<file path="src/common/ccw_pkg.sv">
// Shared constants and types of the comparator control and wake-up block
package ccw_pkg;
   // Width of the digitised analog levels presented at the comparator inputs
   localparam int LVL_W = 8;

   // Register word indexes; the byte address is four times the index
   localparam logic [5:0] IDX_STATUS = 6'h03;
   localparam logic [5:0] IDX_CTRL1_A = 6'h07;
   localparam logic [5:0] IDX_CTRL1_B = 6'h08;
   localparam logic [5:0] IDX_CTRL2 = 6'h0b;
   localparam logic [5:0] IDX_DIR_B = 6'h10;
   localparam logic [5:0] IDX_DIR_C = 6'h11;
   localparam logic [5:0] IDX_DIR_GP = 6'h12;
   localparam logic [5:0] IDX_EVT = 6'h13;
   localparam logic [5:0] IDX_MASK = 6'h14;

   // Reset values
   localparam logic [7:0] CTRL_RESET = 8'hff;
   localparam logic [5:0] DIR_RESET = 6'h3f;
   localparam logic [2:0] EVT_RESET = 3'h0;
   localparam logic [1:0] ANALOG_RESET = 2'h3;

   // Field positions
   localparam int STATUS_WAKE_BIT = 6;
   localparam int CTRL_RESULT_BIT = 7;
   localparam int DIR_W = 6;
   localparam int EVT_W = 3;
   localparam int EVT_CMP1 = 0;
   localparam int EVT_CMP2 = 1;
   localparam int EVT_WAKE = 2;
   localparam int CMP1_PIN = 2;
   localparam int CMP2_PIN = 4;

   // Control register layout, bit 7 down to bit 0
   typedef struct packed {
      logic result;
      logic pin_drive_enable;
      logic polarity;
      logic select_b;
      logic enable;
      logic negative_select;
      logic positive_select_a;
      logic wake_enable_n;
   } ccw_ctrl_t;

   // Analog levels, digitised, as seen at the comparator pins
   typedef struct packed {
      logic [LVL_W-1:0] cmp1_positive_pin;
      logic [LVL_W-1:0] cmp1_negative_pin;
      logic [LVL_W-1:0] cmp2_positive_pin;
      logic [LVL_W-1:0] cmp2_negative_pin;
      logic [LVL_W-1:0] internal_ref_voltage;
   } ccw_analog_t;
endpackage : ccw_pkg

</file>
<file path="src/hw/ccw_top.sv">
// Comparator control registers, input routing, pin override and wake flag
`timescale 1ns/1ns

module ccw_top (
   // Clock and reset
   input wire logic clk_i,
   input wire logic rst_i,
   input wire logic por_i,
   input wire logic wake_reset_i,
   // Wishbone slave
   input wire logic wb_cyc_i,
   input wire logic wb_stb_i,
   input wire logic wb_we_i,
   input wire logic [7:0] wb_adr_i,
   input wire logic [3:0] wb_sel_i,
   input wire logic [31:0] wb_dat_i,
   output logic [31:0] wb_dat_o,
   output logic wb_ack_o,
   // Core state
   input wire logic sleep_i,
   input wire logic timer_clock_source_select_i,
   // Analog side
   input wire ccw_pkg::ccw_analog_t analog_i,
   // Pins and events
   output logic [ccw_pkg::DIR_W-1:0] port_b_dir_o,
   output logic [ccw_pkg::DIR_W-1:0] port_c_dir_o,
   output logic [ccw_pkg::DIR_W-1:0] gp_dir_o,
   output logic port_b_pin2_o,
   output logic port_c_pin4_o,
   output logic [1:0] pins_analog_o,
   output logic wake_o,
   output logic irq_o
);
   import ccw_pkg::*;

   function automatic logic compare(input logic [LVL_W-1:0] pos, input logic [LVL_W-1:0] neg);
      compare = !(pos < neg);
   endfunction : compare

   function automatic logic polar(input logic raw, input logic pol);
      polar = pol ? raw : !raw;
   endfunction : polar

   // Three-stage synchroniser on the analog levels
   ccw_analog_t s1_q, s2_q, s3_q, lvl_q, lvl_d;

   always_comb begin
      lvl_d = lvl_q;
      // Only accept a level once two stages agree, so a code caught mid-change never counts
      if (s2_q == s3_q) begin
         lvl_d = s3_q;
      end
   end

   always_ff @(posedge clk_i) begin
      s1_q <= analog_i;
      s2_q <= s1_q;
      s3_q <= s2_q;
      lvl_q <= lvl_d;
   end

   // Bus decode
   logic ack_q, ack_d;
   logic [31:0] rdat_q, rdat_d;
   logic acc, wr, rd;
   logic [5:0] idx;
   assign idx = wb_adr_i[7:2];
   assign acc = wb_cyc_i && wb_stb_i && !ack_q;
   // Writes land at the edge where the master samples ack, while it still holds the data
   assign wr = wb_cyc_i && wb_stb_i && ack_q && wb_we_i && wb_sel_i[0];
   assign rd = acc && !wb_we_i;

   // Comparator inputs and results
   ccw_ctrl_t ctrl1_q, ctrl1_d, ctrl2_q, ctrl2_d;
   logic [LVL_W-1:0] c2_pos, c2_neg;
   logic c1_raw, c2_raw, c1_new, c2_new;

   always_comb begin
      if (ctrl2_q.positive_select_a) begin
         c2_pos = lvl_q.cmp2_positive_pin;
      end else if (ctrl2_q.select_b) begin
         c2_pos = lvl_q.cmp1_positive_pin;
      end else begin
         c2_pos = lvl_q.cmp2_negative_pin;
      end
      c2_neg = ctrl2_q.negative_select ? lvl_q.cmp2_negative_pin : lvl_q.internal_ref_voltage;
      c1_raw = compare(ctrl1_q.positive_select_a ? lvl_q.cmp1_positive_pin : lvl_q.cmp1_negative_pin,
                       ctrl1_q.negative_select ? lvl_q.cmp1_negative_pin : lvl_q.internal_ref_voltage);
      c2_raw = compare(c2_pos, c2_neg);
      // Sleep is not looked at: an enabled comparator keeps running and drawing current
      c1_new = ctrl1_q.enable ? polar(c1_raw, ctrl1_q.polarity) : 1'b0;
      c2_new = ctrl2_q.enable ? polar(c2_raw, ctrl2_q.polarity) : 1'b0;
   end

   always_comb begin
      ctrl1_d = ctrl1_q;
      ctrl2_d = ctrl2_q;
      if (wr && (idx == IDX_CTRL1_A || idx == IDX_CTRL1_B)) begin
         ctrl1_d = ccw_ctrl_t'(wb_dat_i[7:0]);
      end
      if (wr && idx == IDX_CTRL2) begin
         ctrl2_d = ccw_ctrl_t'(wb_dat_i[7:0]);
      end
      ctrl1_d.result = c1_new;
      ctrl2_d.result = c2_new;
      // Other resets leave the control registers untouched
      if (rst_i && por_i) begin
         ctrl1_d = ccw_ctrl_t'(CTRL_RESET);
         ctrl2_d = ccw_ctrl_t'(CTRL_RESET);
      end
   end

   always_ff @(posedge clk_i) begin
      ctrl1_q <= ctrl1_d;
      ctrl2_q <= ctrl2_d;
   end

   // Wake flag with latch-on-read reference
   logic flag_q, flag_d, armed_q, armed_d, lat1_q, lat1_d, lat2_q, lat2_d, set_wake;

   always_comb begin
      lat1_d = lat1_q;
      lat2_d = lat2_q;
      armed_d = armed_q;
      if (rd && (idx == IDX_CTRL1_A || idx == IDX_CTRL1_B || idx == IDX_CTRL2)) begin
         lat1_d = ctrl1_q.result;
         lat2_d = ctrl2_q.result;
         armed_d = 1'b1;
      end
      set_wake = sleep_i && armed_q && ((!ctrl1_q.wake_enable_n && ctrl1_q.result != lat1_q) ||
                 (!ctrl2_q.wake_enable_n && ctrl2_q.result != lat2_q));
      flag_d = flag_q;
      if (wr && idx == IDX_STATUS) begin
         flag_d = wb_dat_i[STATUS_WAKE_BIT];
      end
      // A change in the clearing cycle is kept
      flag_d = flag_d || set_wake;
      if (rst_i) begin
         flag_d = wake_reset_i ? flag_q : 1'b0;
         armed_d = 1'b0;
      end
   end

   always_ff @(posedge clk_i) begin
      flag_q <= flag_d;
      armed_q <= armed_d;
      lat1_q <= lat1_d;
      lat2_q <= lat2_d;
   end

   // Direction registers, event status and mask
   logic [DIR_W-1:0] dir_b_q, dir_b_d, dir_c_q, dir_c_d, dir_gp_q, dir_gp_d;
   logic [EVT_W-1:0] evt_q, evt_d, mask_q, mask_d, evt_set;

   always_comb begin
      dir_b_d = dir_b_q;
      dir_c_d = dir_c_q;
      dir_gp_d = dir_gp_q;
      mask_d = mask_q;
      if (wr && idx == IDX_DIR_B) begin
         dir_b_d = wb_dat_i[DIR_W-1:0];
      end
      if (wr && idx == IDX_DIR_C) begin
         dir_c_d = wb_dat_i[DIR_W-1:0];
      end
      if (wr && idx == IDX_DIR_GP) begin
         dir_gp_d = wb_dat_i[DIR_W-1:0];
      end
      if (wr && idx == IDX_MASK) begin
         mask_d = wb_dat_i[EVT_W-1:0];
      end
      evt_set = '0;
      evt_set[EVT_CMP1] = c1_new != ctrl1_q.result;
      evt_set[EVT_CMP2] = c2_new != ctrl2_q.result;
      evt_set[EVT_WAKE] = set_wake && !flag_q;
      // Read clears, but an event in the same cycle survives
      evt_d = ((rd && idx == IDX_EVT) ? EVT_RESET : evt_q) | evt_set;
   end

   always_ff @(posedge clk_i) begin
      if (rst_i) begin
         dir_b_q <= DIR_RESET;
         dir_c_q <= DIR_RESET;
         dir_gp_q <= DIR_RESET;
         evt_q <= EVT_RESET;
         mask_q <= EVT_RESET;
      end else begin
         dir_b_q <= dir_b_d;
         dir_c_q <= dir_c_d;
         dir_gp_q <= dir_gp_d;
         evt_q <= evt_d;
         mask_q <= mask_d;
      end
   end

   // Registered pin view and bus answer
   logic [DIR_W-1:0] pb_d, pc_d;

   always_comb begin
      pb_d = dir_b_q;
      pc_d = dir_c_q;
      if (ctrl1_q.enable && ctrl1_q.pin_drive_enable) begin
         pb_d[CMP1_PIN] = 1'b0;
      end
      if (ctrl2_q.enable && ctrl2_q.pin_drive_enable) begin
         pc_d[CMP2_PIN] = 1'b0;
      end else if (timer_clock_source_select_i) begin
         pc_d[CMP2_PIN] = 1'b1;
      end
      ack_d = acc;
      rdat_d = '0;
      if (acc && !wb_we_i) begin
         case (idx)
            IDX_STATUS: rdat_d[STATUS_WAKE_BIT] = flag_q;
            IDX_CTRL1_A, IDX_CTRL1_B: rdat_d[7:0] = ctrl1_q;
            IDX_CTRL2: rdat_d[7:0] = ctrl2_q;
            IDX_EVT: rdat_d[EVT_W-1:0] = evt_q;
            IDX_MASK: rdat_d[EVT_W-1:0] = mask_q;
            // Direction registers are write-only and read zero
            default: rdat_d = '0;
         endcase
      end
   end

   always_ff @(posedge clk_i) begin
      if (rst_i) begin
         ack_q <= 1'b0;
         rdat_q <= '0;
         port_b_dir_o <= DIR_RESET;
         port_c_dir_o <= DIR_RESET;
         gp_dir_o <= DIR_RESET;
         port_b_pin2_o <= 1'b0;
         port_c_pin4_o <= 1'b0;
         pins_analog_o <= ANALOG_RESET;
         wake_o <= 1'b0;
         irq_o <= 1'b0;
      end else begin
         ack_q <= ack_d;
         rdat_q <= rdat_d;
         port_b_dir_o <= pb_d;
         port_c_dir_o <= pc_d;
         gp_dir_o <= dir_gp_q;
         port_b_pin2_o <= ctrl1_q.result;
         port_c_pin4_o <= ctrl2_q.result;
         pins_analog_o <= {ctrl2_q.enable, ctrl1_q.enable};
         wake_o <= flag_q;
         irq_o <= |(evt_q & mask_q);
      end
   end

   assign wb_ack_o = ack_q;
   assign wb_dat_o = rdat_q;

   // Checks
   logic wr_c1, wr_c2;
   assign wr_c1 = wr && (idx == IDX_CTRL1_A || idx == IDX_CTRL1_B);
   assign wr_c2 = wr && idx == IDX_CTRL2;

   property p_c1_result;
      @(posedge clk_i) disable iff (rst_i)
      (!rst_i && ctrl1_q.enable && !wr_c1) |=> ctrl1_q.result == $past(polar(c1_raw, ctrl1_q.polarity));
   endproperty
   a_c1_result: assert property (p_c1_result) else $error("cmp1 result wrong");

   property p_c2_result;
      @(posedge clk_i) disable iff (rst_i)
      (!rst_i && ctrl2_q.enable && !wr_c2) |=> ctrl2_q.result == ($past(ctrl2_q.polarity) ? $past(c2_raw) : !$past(c2_raw));
   endproperty
   a_c2_result: assert property (p_c2_result) else $error("cmp2 polarity wrong");

   property p_result_ro;
      @(posedge clk_i) disable iff (rst_i)
      (wr_c2 && !ctrl2_q.enable && !ctrl2_q.result) |=> !ctrl2_q.result;
   endproperty
   a_result_ro: assert property (p_result_ro) else $error("result bit written");

   property p_wake_cause;
      @(posedge clk_i) disable iff (rst_i)
      ($rose(flag_q) && !$past(wr && idx == IDX_STATUS)) |-> $past(sleep_i && armed_q);
   endproperty
   a_wake_cause: assert property (p_wake_cause) else $error("wake flag without cause");

   property p_wake_clear;
      @(posedge clk_i) disable iff (rst_i)
      (wr && idx == IDX_STATUS && !wb_dat_i[STATUS_WAKE_BIT] && !set_wake) |=> !flag_q;
   endproperty
   a_wake_clear: assert property (p_wake_clear) else $error("wake flag not cleared");

   property p_por_value;
      @(posedge clk_i) disable iff (rst_i)
      ($fell(rst_i) && $past(por_i)) |-> ctrl2_q[6:0] == CTRL_RESET[6:0];
   endproperty
   a_por_value: assert property (p_por_value) else $error("power-on value missing");

   property p_disabled_dir;
      @(posedge clk_i) disable iff (rst_i)
      (!rst_i && !ctrl2_q.enable && !timer_clock_source_select_i) |=> port_c_dir_o[CMP2_PIN] == $past(dir_c_q[CMP2_PIN]);
   endproperty
   a_disabled_dir: assert property (p_disabled_dir) else $error("disabled comparator steers pin");

   property p_pin_drive;
      @(posedge clk_i) disable iff (rst_i)
      (!rst_i && ctrl2_q.enable && ctrl2_q.pin_drive_enable) |=>
         !port_c_dir_o[CMP2_PIN] && port_c_pin4_o == $past(ctrl2_q.result);
   endproperty
   a_pin_drive: assert property (p_pin_drive) else $error("comparator pin not driven");

   property p_ack_pulse;
      @(posedge clk_i) disable iff (rst_i)
      wb_ack_o |=> !wb_ack_o;
   endproperty
   a_ack_pulse: assert property (p_ack_pulse) else $error("ack longer than one cycle");

   property p_irq;
      @(posedge clk_i) disable iff (rst_i)
      (!rst_i && |(evt_q & mask_q)) |=> irq_o;
   endproperty
   a_irq: assert property (p_irq) else $error("interrupt missing");

   c_wake: cover property (@(posedge clk_i) disable iff (rst_i) $rose(flag_q));
   c_drive: cover property (@(posedge clk_i) disable iff (rst_i) ctrl2_q.enable && ctrl2_q.pin_drive_enable);
   c_irq: cover property (@(posedge clk_i) disable iff (rst_i) $rose(irq_o));
endmodule : ccw_top

</file>
<file path="config.mk">
export PLATFORM = sky130hd
export DESIGN_NAME = ccw_top
export DESIGN_NICKNAME = d
export VERILOG_FILES = /design/src/common/ccw_pkg.sv /design/src/hw/ccw_top.sv
export SDC_FILE = /design/constraint.sdc
export NUM_CORES = 1
export LEC_CHECK = 0
export BUFFER_PORTS_ARGS = -buffer_cell sky130_fd_sc_hd__buf_2
export CELL_PAD_IN_SITES_DETAIL_PLACEMENT = 1
export CELL_PAD_IN_SITES_GLOBAL_PLACEMENT = 2
export CORE_AREA = 2 2 129 182
export DETAILED_ROUTE_END_ITERATION = 8
export DIE_AREA = 0 0 131 184
export PLACE_DENSITY = 0.74
export SLEW_MARGIN = 10
export SYNTH_ARGS = -nofsm -noshare
export SYNTH_HDL_FRONTEND = slang
export SYNTH_SLANG_ARGS = --single-unit
</file>
<file path="constraint.sdc">
create_clock -name clk_i -period 10.93 [get_ports clk_i]
set_input_delay 2.7325 -clock clk_i [delete_from_list [all_inputs] [get_ports clk_i]]
set_output_delay 2.7325 -clock clk_i [all_outputs]
set_load 0.01 [all_outputs]
</file>
==> key figures <==
STA
  – Tcrit/Tclk final: 0.390
  – Setup TNS: 0 ns
  – Clk_skew: 0.00895 ns
  – Unrepaired setup endpoints after global routing: no
  – Final setup viols: 0
  – WHS: 0.326 ns
  – Least-Margin Pin Slew: 0.765 ns
  – Post-layout minimum cycle time: 4.27 ns
  – Max-slew violations: 0
  – Maximum clock frequency: 234 MHz
  – Slew headroom: 0.486
  – Hold Vio Cnt, Final: 0

Synthesis
  – Synthesized cell area: 0.00778 mm^2
  – Ys Warns: 0
  – Synth Area per Inst: 12.6 um^2
  – Distinct cell type count after synthesis: 48
  – Share of flip-flops with an asynchronous set or reset: 0
  – Number of flops mapped to enable cells by yosys: 43
  – Sequential fraction of the synthesis area: 0.665
  – Syn Inst Count: 619
  – #FFs+latches synth: 237
  – Dominant register cell in the synthesized netlist: dfxtp_1

Floorplanning
  – Initial core utilization: 0.348
  – Die area: 0.0241 mm^2
  – IO Count: 150
  – Site Rows: 65
  – Area of the core: 0.0224 mm^2
  – Die X: 131 um
  – Die height: 184 um

Clock network
  – Worst skew pair latency: 0.50 ns
  – Clock root buffer: clkbuf_16
  – Hold Buf Count CTS: 0
  – CTS tree: built
  – H-tree levels: 1
  – Clk sinks: 237
  – CTS clock-pin slew for the worst setup and hold paths: 0.06 ns
  – Gates resized, CTS repair: 0
  – CTS buffer count: 23
  – Post-CTS Setup Bufs: 0
  – Clock Tree Buf Depth: 3

Pwr
  – VDD IR max: 119 uV
  – Switching part of the total power: 0.200
  – Clk pwr share: 0.454
  – Cell-internal power: 0.00143 W
  – Pleak: 3.93 nW
  – Power Density: 192 mW/mm^2
  – Power share of the sequential group: 0.520
  – P_sw: 0.000358 W
  – Logic pwr share: 0.025

Global route
  – Vias in the first global route: 5007
  – First-pass GRT wire length: 25.0 mm
  – Largest net degree at the start of global routing: 55
  – GRT overflow: 0
  – Initial antenna violation count: 0
  – Total global-route track usage: 0.133

Placement
  – RePlAce Congestion: 0.819
  – Placed inst area: 0.00849 mm^2
  – Final HPWL DP: 11.8 mm
  – Port Buffers: 95

Flow run
  – Max-cap violations: 0

Routing
  – DR WL/cell: 15.4 um
  – Vias: 4742
  – Vias per cell: 4.56
  – Total routed wirelength: 16.0 mm
  – Iter 0 DRT Violations: 143
  – Detail Route Antenna Nets: 0
  – DR pass1 iterations: 7
  – Drt drc: 0

Layout
  – Final Cell Area: 0.00929 mm^2
  – Layout fillers: 2425
  – Ratio of cells with drive above 1 in the final layout: 0.234
  – # nets final: 829
  – Final Util: 0.415
  – Area delta synth->final: 19.5%
  – Ant. Diodes: 0

Worst setup path
  – CP arrival: 4.63 ns
  – Max FO, Critical Path: 10
  – CP required: 11.29 ns
  – WS Path Type: primary input to flip-flop
  – Setup slack, reg-to-reg: 8.07 ns
  – CP endpoint kind: flip-flop
  – Crit start category: primary input

Hold path
  – Worst hold path class: flip-flop to flip-flop

Status
  – Status: finished clean
[critical path: stages]
cell	delay (ns)
buf_2	0.14
or4b_1	0.58
a211oi_4	0.63
nand2_4	0.25
mux2i_1	0.22
nand2_1	0.07
[cells in the final DEF, fill, tap and decap left out, types with 8 or more instances in the layout]
cell type,n
clkbuf_16,24
a21oi_1,15
mux2_2,9
dfxtp_1,194
inv_1,8
xor2_1,34
conb_1,24
a211o_1,18
ha_1,14
buf_2,95
nand2_1,45
or2_2,18
xnor2_1,10
o21ai_0,12
nand3_1,17
nor2_1,37
nor4_1,8
edfxtp_1,43
mux2i_1,29
[synthesized netlist by cell type, drive strengths merged (10+ instances only)]
cell type / number / area [um^2]
a211o: 18 / 158
a21oi: 15 / 75.1
buf: 27 / 195
clkbuf: 17 / 63.8
dfxtp: 194 / 3880
edfxtp: 43 / 1290
ha: 14 / 175
mux2i: 29 / 290
nand2: 46 / 180
nand3: 17 / 85.1
nor2: 38 / 145
nor4: 12 / 93.8
o21ai: 13 / 65.1
or2: 18 / 113
xnor2: 10 / 87.6
xor2: 34 / 298
[logic make-up after synthesis]
group | after synthesis | synth area share
compound gates | 72 | 0.0684
simple gates | 161 | 0.106
flops | 237 | 0.665
mux | 38 | 0.0504
fa+ha+maj | 14 | 0.0225
xor+xnor | 44 | 0.0496
buf+inv | 52 | 0.0372
other cells | 1 | 0.000482
[state kept, by name, indices dropped and copies added (netlist names), 2 cells and up]
register,cells
mask_q,3
ctrl1_q,8
dir_gp_q,6
s2_q,40
dir_c_q,6
s1_q,40
gp_dir_o,6
ctrl2_q,8
port_c_dir_o,6
dir_b_q,6
evt_q,3
wb_dat_o,8
lvl_q,40
pins_analog_o,2
port_b_dir_o,6
s3_q,40
[metrics by stage]
stage | total power (W) | cells | setup WS, ns
global placement | 0.000991 | 998 | 6.18
CTS | 0.00181 | 1039 | 6.67
floorplan | 0.000975 | 642 | 5.71
detailed placement | 0.000995 | 998 | 6.14
finish | 0.00179 | 1039 | 6.66
global route | 0.00186 | 1039 | 6.60
[power by group through the flow]
stage | Sequential (W) | Clock, W | Combinational, W
2_1_floorplan | 0.000944 | 0 | 0.0000315
3_3_place_gp | 0.000948 | 0 | 0.0000430
3_5_place_dp | 0.000949 | 0 | 0.0000453
4_1_cts | 0.000930 | 0.000838 | 0.0000457
5_1_grt | 0.000932 | 0.000875 | 0.0000505
6_report | 0.000929 | 0.000811 | 0.0000451
[layer usage]
| metal | part of all wire | GRT usage | vias to the layer above |
|---|---|---|---|
| met5 | 0 | 0 | - |
| met4 | 0.023 | 0.0413 | 0 |
| met3 | 0.050 | 0.0262 | 27 |
| met2 | 0.57 | 0.267 | 112 |
| met1 | 0.36 | 0.132 | 2288 |
| li1 | - | - | 2315 |
[worst paths after layout]
path | startpoint | cells past startpoint | end
max | wb_adr_i[2] | 6 | ctrl1_q[3]$_SDFFE_PP1P_
min | s1_q[17]$_DFF_P_ | 0 | s2_q[17]$_DFF_P_
max reg2reg | ctrl2_q[4]$_SDFFE_PP1P_ | 9 | evt_q[1]$_SDFF_PP0_
min reg2reg | s1_q[17]$_DFF_P_ | 0 | s2_q[17]$_DFF_P_
[final cells by class]
| cell class | instances | area [um^2] | share of cell area |
|---|---|---|---|
| tap | 301 | 377 | 0.0405 |
| timing repair buffer | 99 | 505 | 0.0544 |
| sequential | 237 | 5170 | 0.557 |
| multi-input combinational | 353 | 2400 | 0.259 |
| inverter | 8 | 30.0 | 0.00323 |
| clock buffer | 29 | 649 | 0.0699 |
| clock inverter | 12 | 149 | 0.0160 |
(Power assumes the default switching activity.)
